==> config.mk <==
export PLATFORM = sky130hd
export DESIGN_NAME = ppi_regs
export DESIGN_NICKNAME = d
export VERILOG_FILES = /design/src/hdl/ppi_pkg.sv /design/src/hdl/ppi_soft_reset.sv /design/src/hdl/ppi_regs.sv
export VERILOG_INCLUDE_DIRS = /design/src /design/src/hdl
export SDC_FILE = /design/constraint.sdc
export NUM_CORES = 1
export LEC_CHECK = 0
export BUFFER_PORTS_ARGS = -buffer_cell sky130_fd_sc_hd__buf_2
export CAP_MARGIN = 20
export CORE_UTILIZATION = 30
export DETAILED_ROUTE_END_ITERATION = 7
export SLEW_MARGIN = 20
export SYNTH_ARGS = -nofsm -noshare
export SYNTH_HDL_FRONTEND = slang
export SYNTH_HIERARCHICAL = 1
export SYNTH_SLANG_ARGS = --single-unit
==> constraint.sdc <==
create_clock -name sys_clk -period 4.2 [get_ports sys_clk]
set_clock_uncertainty 0.15 [all_clocks]
set_input_delay 0.42 -clock sys_clk [delete_from_list [all_inputs] [get_ports sys_clk]]
set_output_delay 0.42 -clock sys_clk [all_outputs]
set_load 0.1 [all_outputs]
==> src/hdl/ppi_cfg.svh <==
// Constants for the paged identification and power-class register bank.
// Assumes inclusion by bare name from design files; definitions only.
`ifndef PPI_CFG_SVH
`define PPI_CFG_SVH
// Byte addresses on the AXI4-Lite slave (index times four)
`define PPI_ADDR_W 8
`define PPI_IDX_PAGE_SEL 4'h7
`define PPI_IDX_PWR_CLASS 4'h4
`define PPI_IDX_COMPLIANCE 4'h8
`define PPI_IDX_RSVD9 4'h9
`define PPI_IDX_OUI_HI 4'hA
`define PPI_IDX_OUI_MID 4'hB
`define PPI_IDX_OUI_LO 4'hC
`define PPI_IDX_PART_HI 4'hD
`define PPI_IDX_PART_MID 4'hE
`define PPI_IDX_PART_LO 4'hF
`define PPI_IDX_SOFT_RST 4'hE
// Page selector values and field layout of base register 7
`define PPI_PAGE_ID 3'h1
`define PPI_PAGE_VENDOR 3'h7
`define PPI_PAGE_LSB 5
`define PPI_PAGE_MSB 7
// Power class field of register 4, low three bits
`define PPI_PWR_LSB 0
`define PPI_PWR_MSB 2
// Soft hard-reset bit: bit 0 in the printed numbering is the MSB
`define PPI_SOFT_RST_BIT 7
// Compliance level reported on the identification page
`define PPI_COMPLIANCE_VAL 8'h02
// Identity codes: arbitrary neutral values
`define PPI_OUI_DEFAULT 24'h12_3456
`define PPI_PART_DEFAULT 24'hA5_5A01
// Hold count of the internal reset pulse; the pulse lasts this many clock cycles plus one
`define PPI_RST_PULSE_CYC 4'h4
`define PPI_RST_CNT_W 4
// Response codes
`define PPI_RESP_OKAY 2'h0
`define PPI_RESP_SLVERR 2'h2
`endif

==> src/hdl/ppi_pkg.sv <==
// Types for the paged identification register bank.
// Assumes nothing beyond the configuration header.
package ppi_pkg;
   typedef logic [7:0] ppi_byte_t;
   typedef logic [2:0] ppi_pwr_t;
   typedef enum logic [2:0] {
      PPI_RST_IDLE = 3'b001,
      PPI_RST_HOLD = 3'b010,
      PPI_RST_DONE = 3'b100
   } ppi_rst_e;
endpackage

==> src/hdl/ppi_soft_reset.sv <==
// Soft hard-reset pulse generator.
// Assumes a request pulse in the sys_clk domain; drives a reset held for a fixed count.
`timescale 1ns/1ps
`default_nettype none
`include "ppi_cfg.svh"
module ppi_soft_reset
(
   input wire logic sys_clk,
   input wire logic arst_n,
   input wire logic req,
   output logic soft_rst
);
   ppi_pkg::ppi_rst_e state;
   ppi_pkg::ppi_rst_e next_state;
   logic [`PPI_RST_CNT_W-1:0] cnt;
   wire cnt_done = (cnt == `PPI_RST_PULSE_CYC);

   always_comb
   begin
      next_state = state;
      case (state)
         ppi_pkg::PPI_RST_IDLE: if (req) next_state = ppi_pkg::PPI_RST_HOLD;
         ppi_pkg::PPI_RST_HOLD: if (cnt_done) next_state = ppi_pkg::PPI_RST_DONE;
         ppi_pkg::PPI_RST_DONE: next_state = ppi_pkg::PPI_RST_IDLE;
         default: next_state = ppi_pkg::PPI_RST_IDLE;
      endcase
   end

   always_ff @(posedge sys_clk or negedge arst_n)
   begin
      if (!arst_n)
      begin
         state <= ppi_pkg::PPI_RST_IDLE;
         cnt <= '0;
         soft_rst <= 1'b0;
      end
      else
      begin
         state <= next_state;
         cnt <= (state == ppi_pkg::PPI_RST_HOLD) ? cnt + 1'b1 : '0;
         soft_rst <= (next_state == ppi_pkg::PPI_RST_HOLD);
      end
   end
endmodule
`default_nettype wire

==> src/hdl/ppi_regs.sv <==
// Paged identification, vendor control and power-class register bank.
// Assumes an AXI4-Lite master on sys_clk and strap pins synchronous to it.
// How it works
// Writing 1 to the page selector of base register 7 shows the identification page.
// The identification page returns compliance level 02h at address 1000.
// A read-only 24-bit maker identifier sits at 1010 to 1100, MSB first.
// A read-only 24-bit part identifier sits at 1101 to 1111, MSB first.
// Writing 7 to the page selector of base register 7 shows the vendor page.
// Writing 1 to the soft hard-reset bit at vendor address 1110 resets the whole device.
// The soft hard-reset bit always reads back as zero.
// The three power-class straps give the default power field of the self-ID packet.
// The strap value is loaded after each hardware reset and software writes replace it.
// Codes 000 to 011 mean no power, or self-powered giving 15, 30 or 45 W.
// Codes 100, 110, 111 mean bus-powered using 3 W needing 0, 3 or 7 W more.
// Code 101 is held back and should not be written or strapped.
// Reserved and test locations read zero and ignore writes.
`timescale 1ns/1ps
`default_nettype none
`include "ppi_cfg.svh"
module ppi_regs
(
   input wire logic sys_clk,
   input wire logic arst_n,
   input wire logic power_class_strap_0,
   input wire logic power_class_strap_1,
   input wire logic power_class_strap_2,
   input wire logic [`PPI_ADDR_W-1:0] s_axi_awaddr,
   input wire logic s_axi_awvalid,
   output logic s_axi_awready,
   input wire logic [31:0] s_axi_wdata,
   input wire logic [3:0] s_axi_wstrb,
   input wire logic s_axi_wvalid,
   output logic s_axi_wready,
   output logic [1:0] s_axi_bresp,
   output logic s_axi_bvalid,
   input wire logic s_axi_bready,
   input wire logic [`PPI_ADDR_W-1:0] s_axi_araddr,
   input wire logic s_axi_arvalid,
   output logic s_axi_arready,
   output logic [31:0] s_axi_rdata,
   output logic [1:0] s_axi_rresp,
   output logic s_axi_rvalid,
   input wire logic s_axi_rready,
   output logic [2:0] self_id_pwr,
   output logic phy_reset_n
);
   // Combined reset: pin or soft request, both asynchronous to the register state
   logic soft_rst;
   logic soft_req;
   logic rst_n;
   assign rst_n = arst_n & ~soft_rst;

   ppi_soft_reset u_soft_reset
   (
      .sys_clk(sys_clk),
      .arst_n(arst_n),
      .req(soft_req),
      .soft_rst(soft_rst)
   );

   // Write channel capture
   logic aw_held;
   logic w_held;
   logic [`PPI_ADDR_W-1:0] aw_addr;
   logic [31:0] w_data;
   logic [3:0] w_strb;
   ppi_pkg::ppi_byte_t page_reg;
   ppi_pkg::ppi_pwr_t pwr_class;
   logic strap_loaded;

   wire aw_fire = s_axi_awvalid & s_axi_awready;
   wire w_fire = s_axi_wvalid & s_axi_wready;
   wire do_write = aw_held & w_held & ~s_axi_bvalid;
   wire [3:0] w_idx = aw_addr[5:2];
   wire w_in_range = (aw_addr[`PPI_ADDR_W-1:6] == '0) & (aw_addr[1:0] == 2'h0);
   wire w_lane0 = w_strb[0];
   wire [2:0] cur_page = page_reg[`PPI_PAGE_MSB:`PPI_PAGE_LSB];
   wire on_id_page = (cur_page == `PPI_PAGE_ID);
   wire on_vendor_page = (cur_page == `PPI_PAGE_VENDOR);
   wire wr_page = do_write & w_in_range & w_lane0 & (w_idx == `PPI_IDX_PAGE_SEL);
   wire wr_pwr = do_write & w_in_range & w_lane0 & (w_idx == `PPI_IDX_PWR_CLASS);
   assign soft_req = do_write & w_in_range & w_lane0 & on_vendor_page
      & (w_idx == `PPI_IDX_SOFT_RST) & w_data[`PPI_SOFT_RST_BIT];
   wire [2:0] strap_code = {power_class_strap_2, power_class_strap_1,
      power_class_strap_0};

   always_ff @(posedge sys_clk or negedge rst_n)
   begin
      if (!rst_n)
      begin
         aw_held <= 1'b0;
         w_held <= 1'b0;
         aw_addr <= '0;
         w_data <= '0;
         w_strb <= '0;
      end
      else
      begin
         if (aw_fire)
         begin
            aw_held <= 1'b1;
            aw_addr <= s_axi_awaddr;
         end
         else if (do_write)
            aw_held <= 1'b0;
         if (w_fire)
         begin
            w_held <= 1'b1;
            w_data <= s_axi_wdata;
            w_strb <= s_axi_wstrb;
         end
         else if (do_write)
            w_held <= 1'b0;
      end
   end

   always_ff @(posedge sys_clk or negedge rst_n)
   begin
      if (!rst_n)
      begin
         s_axi_awready <= 1'b0;
         s_axi_wready <= 1'b0;
         s_axi_bvalid <= 1'b0;
         s_axi_bresp <= `PPI_RESP_OKAY;
      end
      else
      begin
         s_axi_awready <= ~aw_held & ~aw_fire & ~s_axi_bvalid;
         s_axi_wready <= ~w_held & ~w_fire & ~s_axi_bvalid;
         if (do_write)
         begin
            s_axi_bvalid <= 1'b1;
            s_axi_bresp <= w_in_range ? `PPI_RESP_OKAY : `PPI_RESP_SLVERR;
         end
         else if (s_axi_bready)
            s_axi_bvalid <= 1'b0;
      end
   end

   // Page selector and power class; straps load once after each reset release
   always_ff @(posedge sys_clk or negedge rst_n)
   begin
      if (!rst_n)
      begin
         page_reg <= 8'h00;
         pwr_class <= 3'h0;
         strap_loaded <= 1'b0;
      end
      else
      begin
         if (wr_page)
            page_reg <= w_data[7:0];
         if (wr_pwr)
            pwr_class <= w_data[`PPI_PWR_MSB:`PPI_PWR_LSB];
         else if (!strap_loaded)
            pwr_class <= strap_code;
         strap_loaded <= 1'b1;
      end
   end

   // Read path
   wire ar_fire = s_axi_arvalid & s_axi_arready;
   wire [3:0] r_idx = s_axi_araddr[5:2];
   wire r_in_range = (s_axi_araddr[`PPI_ADDR_W-1:6] == '0) & (s_axi_araddr[1:0] == 2'h0);
   wire [23:0] oui = `PPI_OUI_DEFAULT;
   wire [23:0] part = `PPI_PART_DEFAULT;
   logic [7:0] id_byte;
   logic [7:0] rd_byte;

   always_comb
   begin
      case (r_idx)
         `PPI_IDX_COMPLIANCE: id_byte = `PPI_COMPLIANCE_VAL;
         `PPI_IDX_OUI_HI: id_byte = oui[23:16];
         `PPI_IDX_OUI_MID: id_byte = oui[15:8];
         `PPI_IDX_OUI_LO: id_byte = oui[7:0];
         `PPI_IDX_PART_HI: id_byte = part[23:16];
         `PPI_IDX_PART_MID: id_byte = part[15:8];
         `PPI_IDX_PART_LO: id_byte = part[7:0];
         default: id_byte = 8'h00;
      endcase
   end

   always_comb
   begin
      rd_byte = 8'h00;
      if (r_idx == `PPI_IDX_PAGE_SEL)
         rd_byte = page_reg;
      else if (r_idx == `PPI_IDX_PWR_CLASS)
         rd_byte = {5'h00, pwr_class};
      else if (on_id_page)
         rd_byte = id_byte;
      else
         rd_byte = 8'h00; // Vendor and all other non-identification pages: soft reset bit and test bytes read zero
   end

   always_ff @(posedge sys_clk or negedge rst_n)
   begin
      if (!rst_n)
      begin
         s_axi_arready <= 1'b0;
         s_axi_rvalid <= 1'b0;
         s_axi_rdata <= 32'h0000_0000;
         s_axi_rresp <= `PPI_RESP_OKAY;
      end
      else
      begin
         s_axi_arready <= ~s_axi_rvalid & ~ar_fire;
         if (ar_fire)
         begin
            s_axi_rvalid <= 1'b1;
            s_axi_rdata <= r_in_range ? {24'h00_0000, rd_byte} : 32'h0000_0000;
            s_axi_rresp <= r_in_range ? `PPI_RESP_OKAY : `PPI_RESP_SLVERR;
         end
         else if (s_axi_rready)
            s_axi_rvalid <= 1'b0;
      end
   end

   // Outputs from flops
   always_ff @(posedge sys_clk or negedge rst_n)
   begin
      if (!rst_n)
      begin
         self_id_pwr <= 3'h0;
         phy_reset_n <= 1'b0;
      end
      else
      begin
         self_id_pwr <= pwr_class;
         phy_reset_n <= 1'b1;
      end
   end
endmodule
`default_nettype wire

### Yosys cells after proc, flatten, opt, wreduce, memory -nomap -nowiden

Index checks and enable logic that the tools add are counted.
W data, S select, Z words.

* word-level logic and storage cells: 96
* bits in registers: 83
* output and inout port bits: 45
* input bits: 62

* $add $sub $neg: 1
* muxes and demuxes: 20
* reduce and logical (&&, ||, !) cells: 8
* bitwise gates (word level): 28
* equal/unequal tests: 19

Operators with widths (number)
* $pmux W8 S7: 1
* $eq A4 B4 Y1 const B: 8
* $mux W8: 4
* $and A1 B1 Y1: 20
* $eq A4 B3 Y1 const B: 5
* $mux W3: 4
* $logic_not A2 Y1: 4
* $not A1 Y1: 8
* $reduce_bool A2 Y1: 4
* $mux W1: 7
* $eq A3 B1 Y1 const B: 2
* $eq A3 B2 Y1 const B: 2
* $pmux W3 S2: 1
* $add A4 B1 Y4 const B: 1
* $mux W2: 2
* $mux W4: 1
* $eq A3 B3 Y1 const B: 1
* $ne A2 B1 Y1 const B: 1

### Depth between registers and ports, before layout

* depth in word-level cells: 10
* depth in mapped cells: 6
* depth with buffers taken out: 5

### Modules after synthesis

The synthesis kept the hierarchy.

Modules (own cells, without submodules)
* ppi_regs: instances 1, area an instance 2273.4 um^2, cells each 193, seq. area each 1226.2 um^2
* ppi_soft_reset: instances 1, area an instance 357.8 um^2, cells each 30, seq. area each 201.4 um^2

### Least setup slack after synthesis

Ideal clock, no wire load.

* path type: register -> register
* start: register s_axi_bvalid
* end: register pwr_class[0]
* clock period less this slack: 2.363 ns
* arrival time: 2.087 ns
* data required time: 3.925 ns
* stages on the path, launching flop included: 5
* path slack: 1.837 ns
* buffers on the path: 0
* setup time: 0.125 ns
* path through: dfrtp_1 and3b_1 nand2_1 or4b_4 mux2_4

* longest elaborated chain between the ends: 6
* elaborated cells between the ends (all ways): 7
* classes of those cells: eq/ne (1); mux (1); bitwise (5)

Ends and longest elaborated chain
* from (decl): RTL line ppi_regs.sv:35 `output logic s_axi_bvalid,`
* from (signal assigned): RTL line ppi_regs.sv:123 `s_axi_bvalid <= 1'b0;`
* from (signal assigned): RTL line ppi_regs.sv:132 `s_axi_bvalid <= 1'b1;`
* from (signal assigned): RTL line ppi_regs.sv:136 `s_axi_bvalid <= 1'b0;`
* $not A1 Y1 *: RTL line ppi_regs.sv:73 `wire do_write = aw_held & w_held & ~s_axi_bvalid;`
* $and A1 B1 Y1 *: RTL line ppi_regs.sv:73
* $and A1 B1 Y1 * (3 in a row): RTL line ppi_regs.sv:81 `` wire wr_pwr = do_write & w_in_range & w_lane0 & (w_idx == `PPI_IDX_PWR_CLASS); ``
* $ne A2 B1 Y1 (no source line) / $mux W3 (equally long branches)
* to (signal assigned): RTL line ppi_regs.sv:154 `` pwr_class <= w_data[`PPI_PWR_MSB:`PPI_PWR_LSB]; ``
* to (signal assigned): RTL line ppi_regs.sv:156 `pwr_class <= strap_code;`
* to (decl): RTL line ppi_regs.sv:68 `ppi_pkg::ppi_pwr_t pwr_class;`

Mark *: on every way between the ends. The rest lies on a longest branch, timed or not.
A chain may end at the register's enable or synchronous reset.

### Worst setup path in the final report

* start: register s_axi_bvalid
* end: register page_reg[6]

* longest elaborated chain between the ends: 5

Ends and longest elaborated chain
* $not A1 Y1: RTL line ppi_regs.sv:73
* $and A1 B1 Y1: RTL line ppi_regs.sv:73
* $and A1 B1 Y1 (3 in a row): RTL line ppi_regs.sv:80 `` wire wr_page = do_write & w_in_range & w_lane0 & (w_idx == `PPI_IDX_PAGE_SEL); ``
* to (signal assigned): RTL line ppi_regs.sv:152 `page_reg <= w_data[7:0];`
* to (decl): RTL line ppi_regs.sv:67 `ppi_pkg::ppi_byte_t page_reg;`

No other way between the ends.

==> results.py <==
metrics = {
    "synth": {
        "yosysSeqAreaShare": 0.543,
        "ys.flop_type": "dfrtp_1",
        "yosys_register_bits": 57,
        "synthArstFlopShare": 1.00,
        "synth.top_cells.by_count": "56 x dfrtp_1, 29 x mux2_2, 26 x buf_4, 15 x nand2_1, 10 x o21ai_0",
        "synth_edf_count": 0,
        "synth.most_common_cell": "dfrtp_1",
        "yosys_warnings": 6,
        "synth_area_mm2": 0.00263,
        "syn_avg_cell_area_um2": 11.8,
        "ys_top_cells_by_area": "dfrtp_1 53%, mux2_2 12%, buf_4 7.4%",
        "netlist_instances": 223,
        "synthDistinctLibCells": 46,
        "synth_top_area_frac": 0.533,
        "yosysTopAreaCell": "dfrtp_1",
    },
    "floorplanning": {
        "die_w_um": 95.7,
        "core-area_mm2": 0.00834,
        "rows": 33,
        "die_area_mm2": 0.00915,
        "io_pins": 107,
        "initial_utilization": 0.315,
        "die_h_um": 95.7,
    },
    "clocking": {
        "htree_levels": 3,
        "numCtsBuffers": 9,
        "root_buffer": "clkbuf_8",
        "post_cts.repair.setup_buffers": 0,
        "worstSkewPairLatency_ps": 330,
        "cts_sinks": 57,
        "cts_buffer_depth": 2,
        "path_clk_slew_ps": 60,
        "tritoncts": "yes",
    },
    "pwr": {
        "ir_worst_vdd_mv": 0.248,
        "p_leak_nw": 1.50,
        "p_int_mw": 1.15,
        "p_comb_frac": 0.302,
        "power_frac_clock": 0.285,
        "power.share.switching": 0.382,
        "cellPowerDensity_mw_per_mm2": 595,
        "p_seq_frac": 0.413,
        "power.switching_mw": 0.713,
    },
    "run_status": {
        "status": "finished clean",
    },
    "final_layout": {
        "drive_gt1_frac": 0.381,
        "stdcell_area_mm2": 0.00314,
        "fin_nets": 345,
        "antenna_cells": 0,
        "area_delta_synth_final_pct": 19.3,
    },
    "worst_setup_path": {
        "crit_path_end_kind": "register",
        "critPathMaxStageDelay_ps": 550,
        "cp_cell_sequence": "and3b_1 > nand2_1 > nor3_2 > mux2_2",
        "critPathArrivalTime_ps": 2100,
        "rrSetupSlack_ps": 2160,
        "cp_max_fo": 8,
        "critPathSlowestCell": "nor3_2",
        "r2r_start": "s_axi_bvalid",
        "startpoint_type": "register",
        "rr_endpoint": "page_reg[6]",
        "cp_data_required_time_ps": 4260,
        "reg2regPathDepth": 4,
        "crit_type": "reg2reg",
        "path_delay_family": "simple AND/OR/NAND/NOR gates",
        "path_buf_inv": 0,
    },
    "placement": {
        "postPlaceCellArea_mm2": 0.00291,
        "place_hpwl_mm": 3.57,
        "port_buffers": 53,
        "gp_congestion": 0.818,
    },
    "route": {
        "firstDrtPassIters": 4,
        "wl_per_cell_um": 12.5,
        "avgViaCountPerCell": 4.52,
        "final_antenna_net_count": 0,
        "drc_errors": 0,
        "drt_iter0_drc": 68,
        "vias": 1767,
        "wirelength_mm": 4.90,
    },
    "global_routing": {
        "grt_max_degree": 32,
        "antenna_found_initial": 0,
        "grt_first_pass_wirelength_mm": 8.17,
        "grt_pass1_vias": 1690,
        "grt-ovfl-total": 0,
        "grtUsageTotal": 0.120,
    },
    "sta": {
        "rsz0062_at_grt": "no",
        "worst_pin_slew_ps": 627,
        "relSlewSlack": 0.580,
        "drv_slew": 0,
        "layout_min_cycle_time_ps": 2040,
        "fin_tns_setup_ps": 0,
        "final-setup-viol-count": 0,
        "fin_hold_ws_ps": 109,
        "final.period_utilization": 0.486,
        "hold_viol": 0,
        "fmax_mhz": 490,
    },
    "worst_hold_path": {
        "hold_start": "s_axi_bready",
        "hold_path_end": "s_axi_bvalid",
        "hp-class": "in2reg",
        "hold-path-cell-count": 2,
    },
    "flow_run": {
        "drv_cap": 0,
    },
}
-- metrics by stage --
step	setup WS, ps	power, mW	std cells	util
floorplan	695	1.26	248	-
global placement	2140	1.33	374	0.349
detailed placement	2120	1.35	374	0.349
CTS	2110	1.89	391	0.376
global route	1970	1.96	391	0.376
finish	2160	1.87	391	0.376
-- kinds of logic after synthesis --
| family | share of synthesized area |
|---|---|
| mux | 0.141 |
| other cells | 0.00285 |
| flops | 0.543 |
| simple gates | 0.117 |
| xor+xnor | 0.00333 |
| buf+inv | 0.0961 |
| compound gates | 0.0870 |
| fa+ha+maj | 0.00951 |
-- routing by layer --
layer  share of wire  GRT usage
met4           0.014     0.0560
met2            0.47      0.192
met5               0          0
met3           0.068     0.0399
met1            0.45      0.147
-- final cells by class --
type                    count  area, um^2
clock buffers              12         165
clock inverters             4        50.0
fillers                   845        5200
well taps                 105         131
repair buffers             55         283
multi-input cells         150        1050
inverters                   8        30.0
flip-flops and latches     57        1430
-- how the worst max path moves through the flow --
stage                 startpoint          end  depth (start not counted)  slack, ps
finish              s_axi_bvalid  page_reg[6]                          4       2160
global route          aw_addr[7]  page_reg[6]                          4       1970
CTS                   aw_addr[7]  page_reg[6]                          4       2110
detailed placement    aw_addr[7]  page_reg[0]                          4       2120
global placement    s_axi_bvalid  page_reg[2]                          4       2140
floorplan                 arst_n   aw_addr[0]                          1        700
-- worst register-to-register path, delay by kind of cell, from the launching register on --
family / cells / cell delay, ps
simple gates: 3 / 960
flops: 1 / 420
mux: 1 / 410
-- cell usage in the layout (no fill, tap or decap), drive strengths merged, types with 2 or more instances in the layout --
cell	count
o21ai	10
conb	27
buf	54
inv	8
clkbuf	12
mux2	32
nor4	3
o22ai	5
nor3	2
nand2	15
nand3	2
nand3b	2
a32o	2
a21oi	8
and3b	3
o31ai	2
dfrtp	56
clkinvlp	2
nand4	2
nand2b	3
nor2	9
or3b	2
ha	2
nor2b	2
-- repair_timing --
item,4_1_cts,5_1_grt
gates resized for setup,0,0
hold endpoints to repair,8,0
hold buffers,1,0
-- power groups by stage --
stage	combinational (mW)	clock (mW)	sequential, mW
finish	0.563	0.532	0.771
global route	0.600	0.577	0.785
CTS	0.569	0.552	0.770
detailed placement	0.566	0	0.780
global placement	0.559	0	0.774
floorplan	0.309	0	0.953
(Power assumes the default switching activity.)
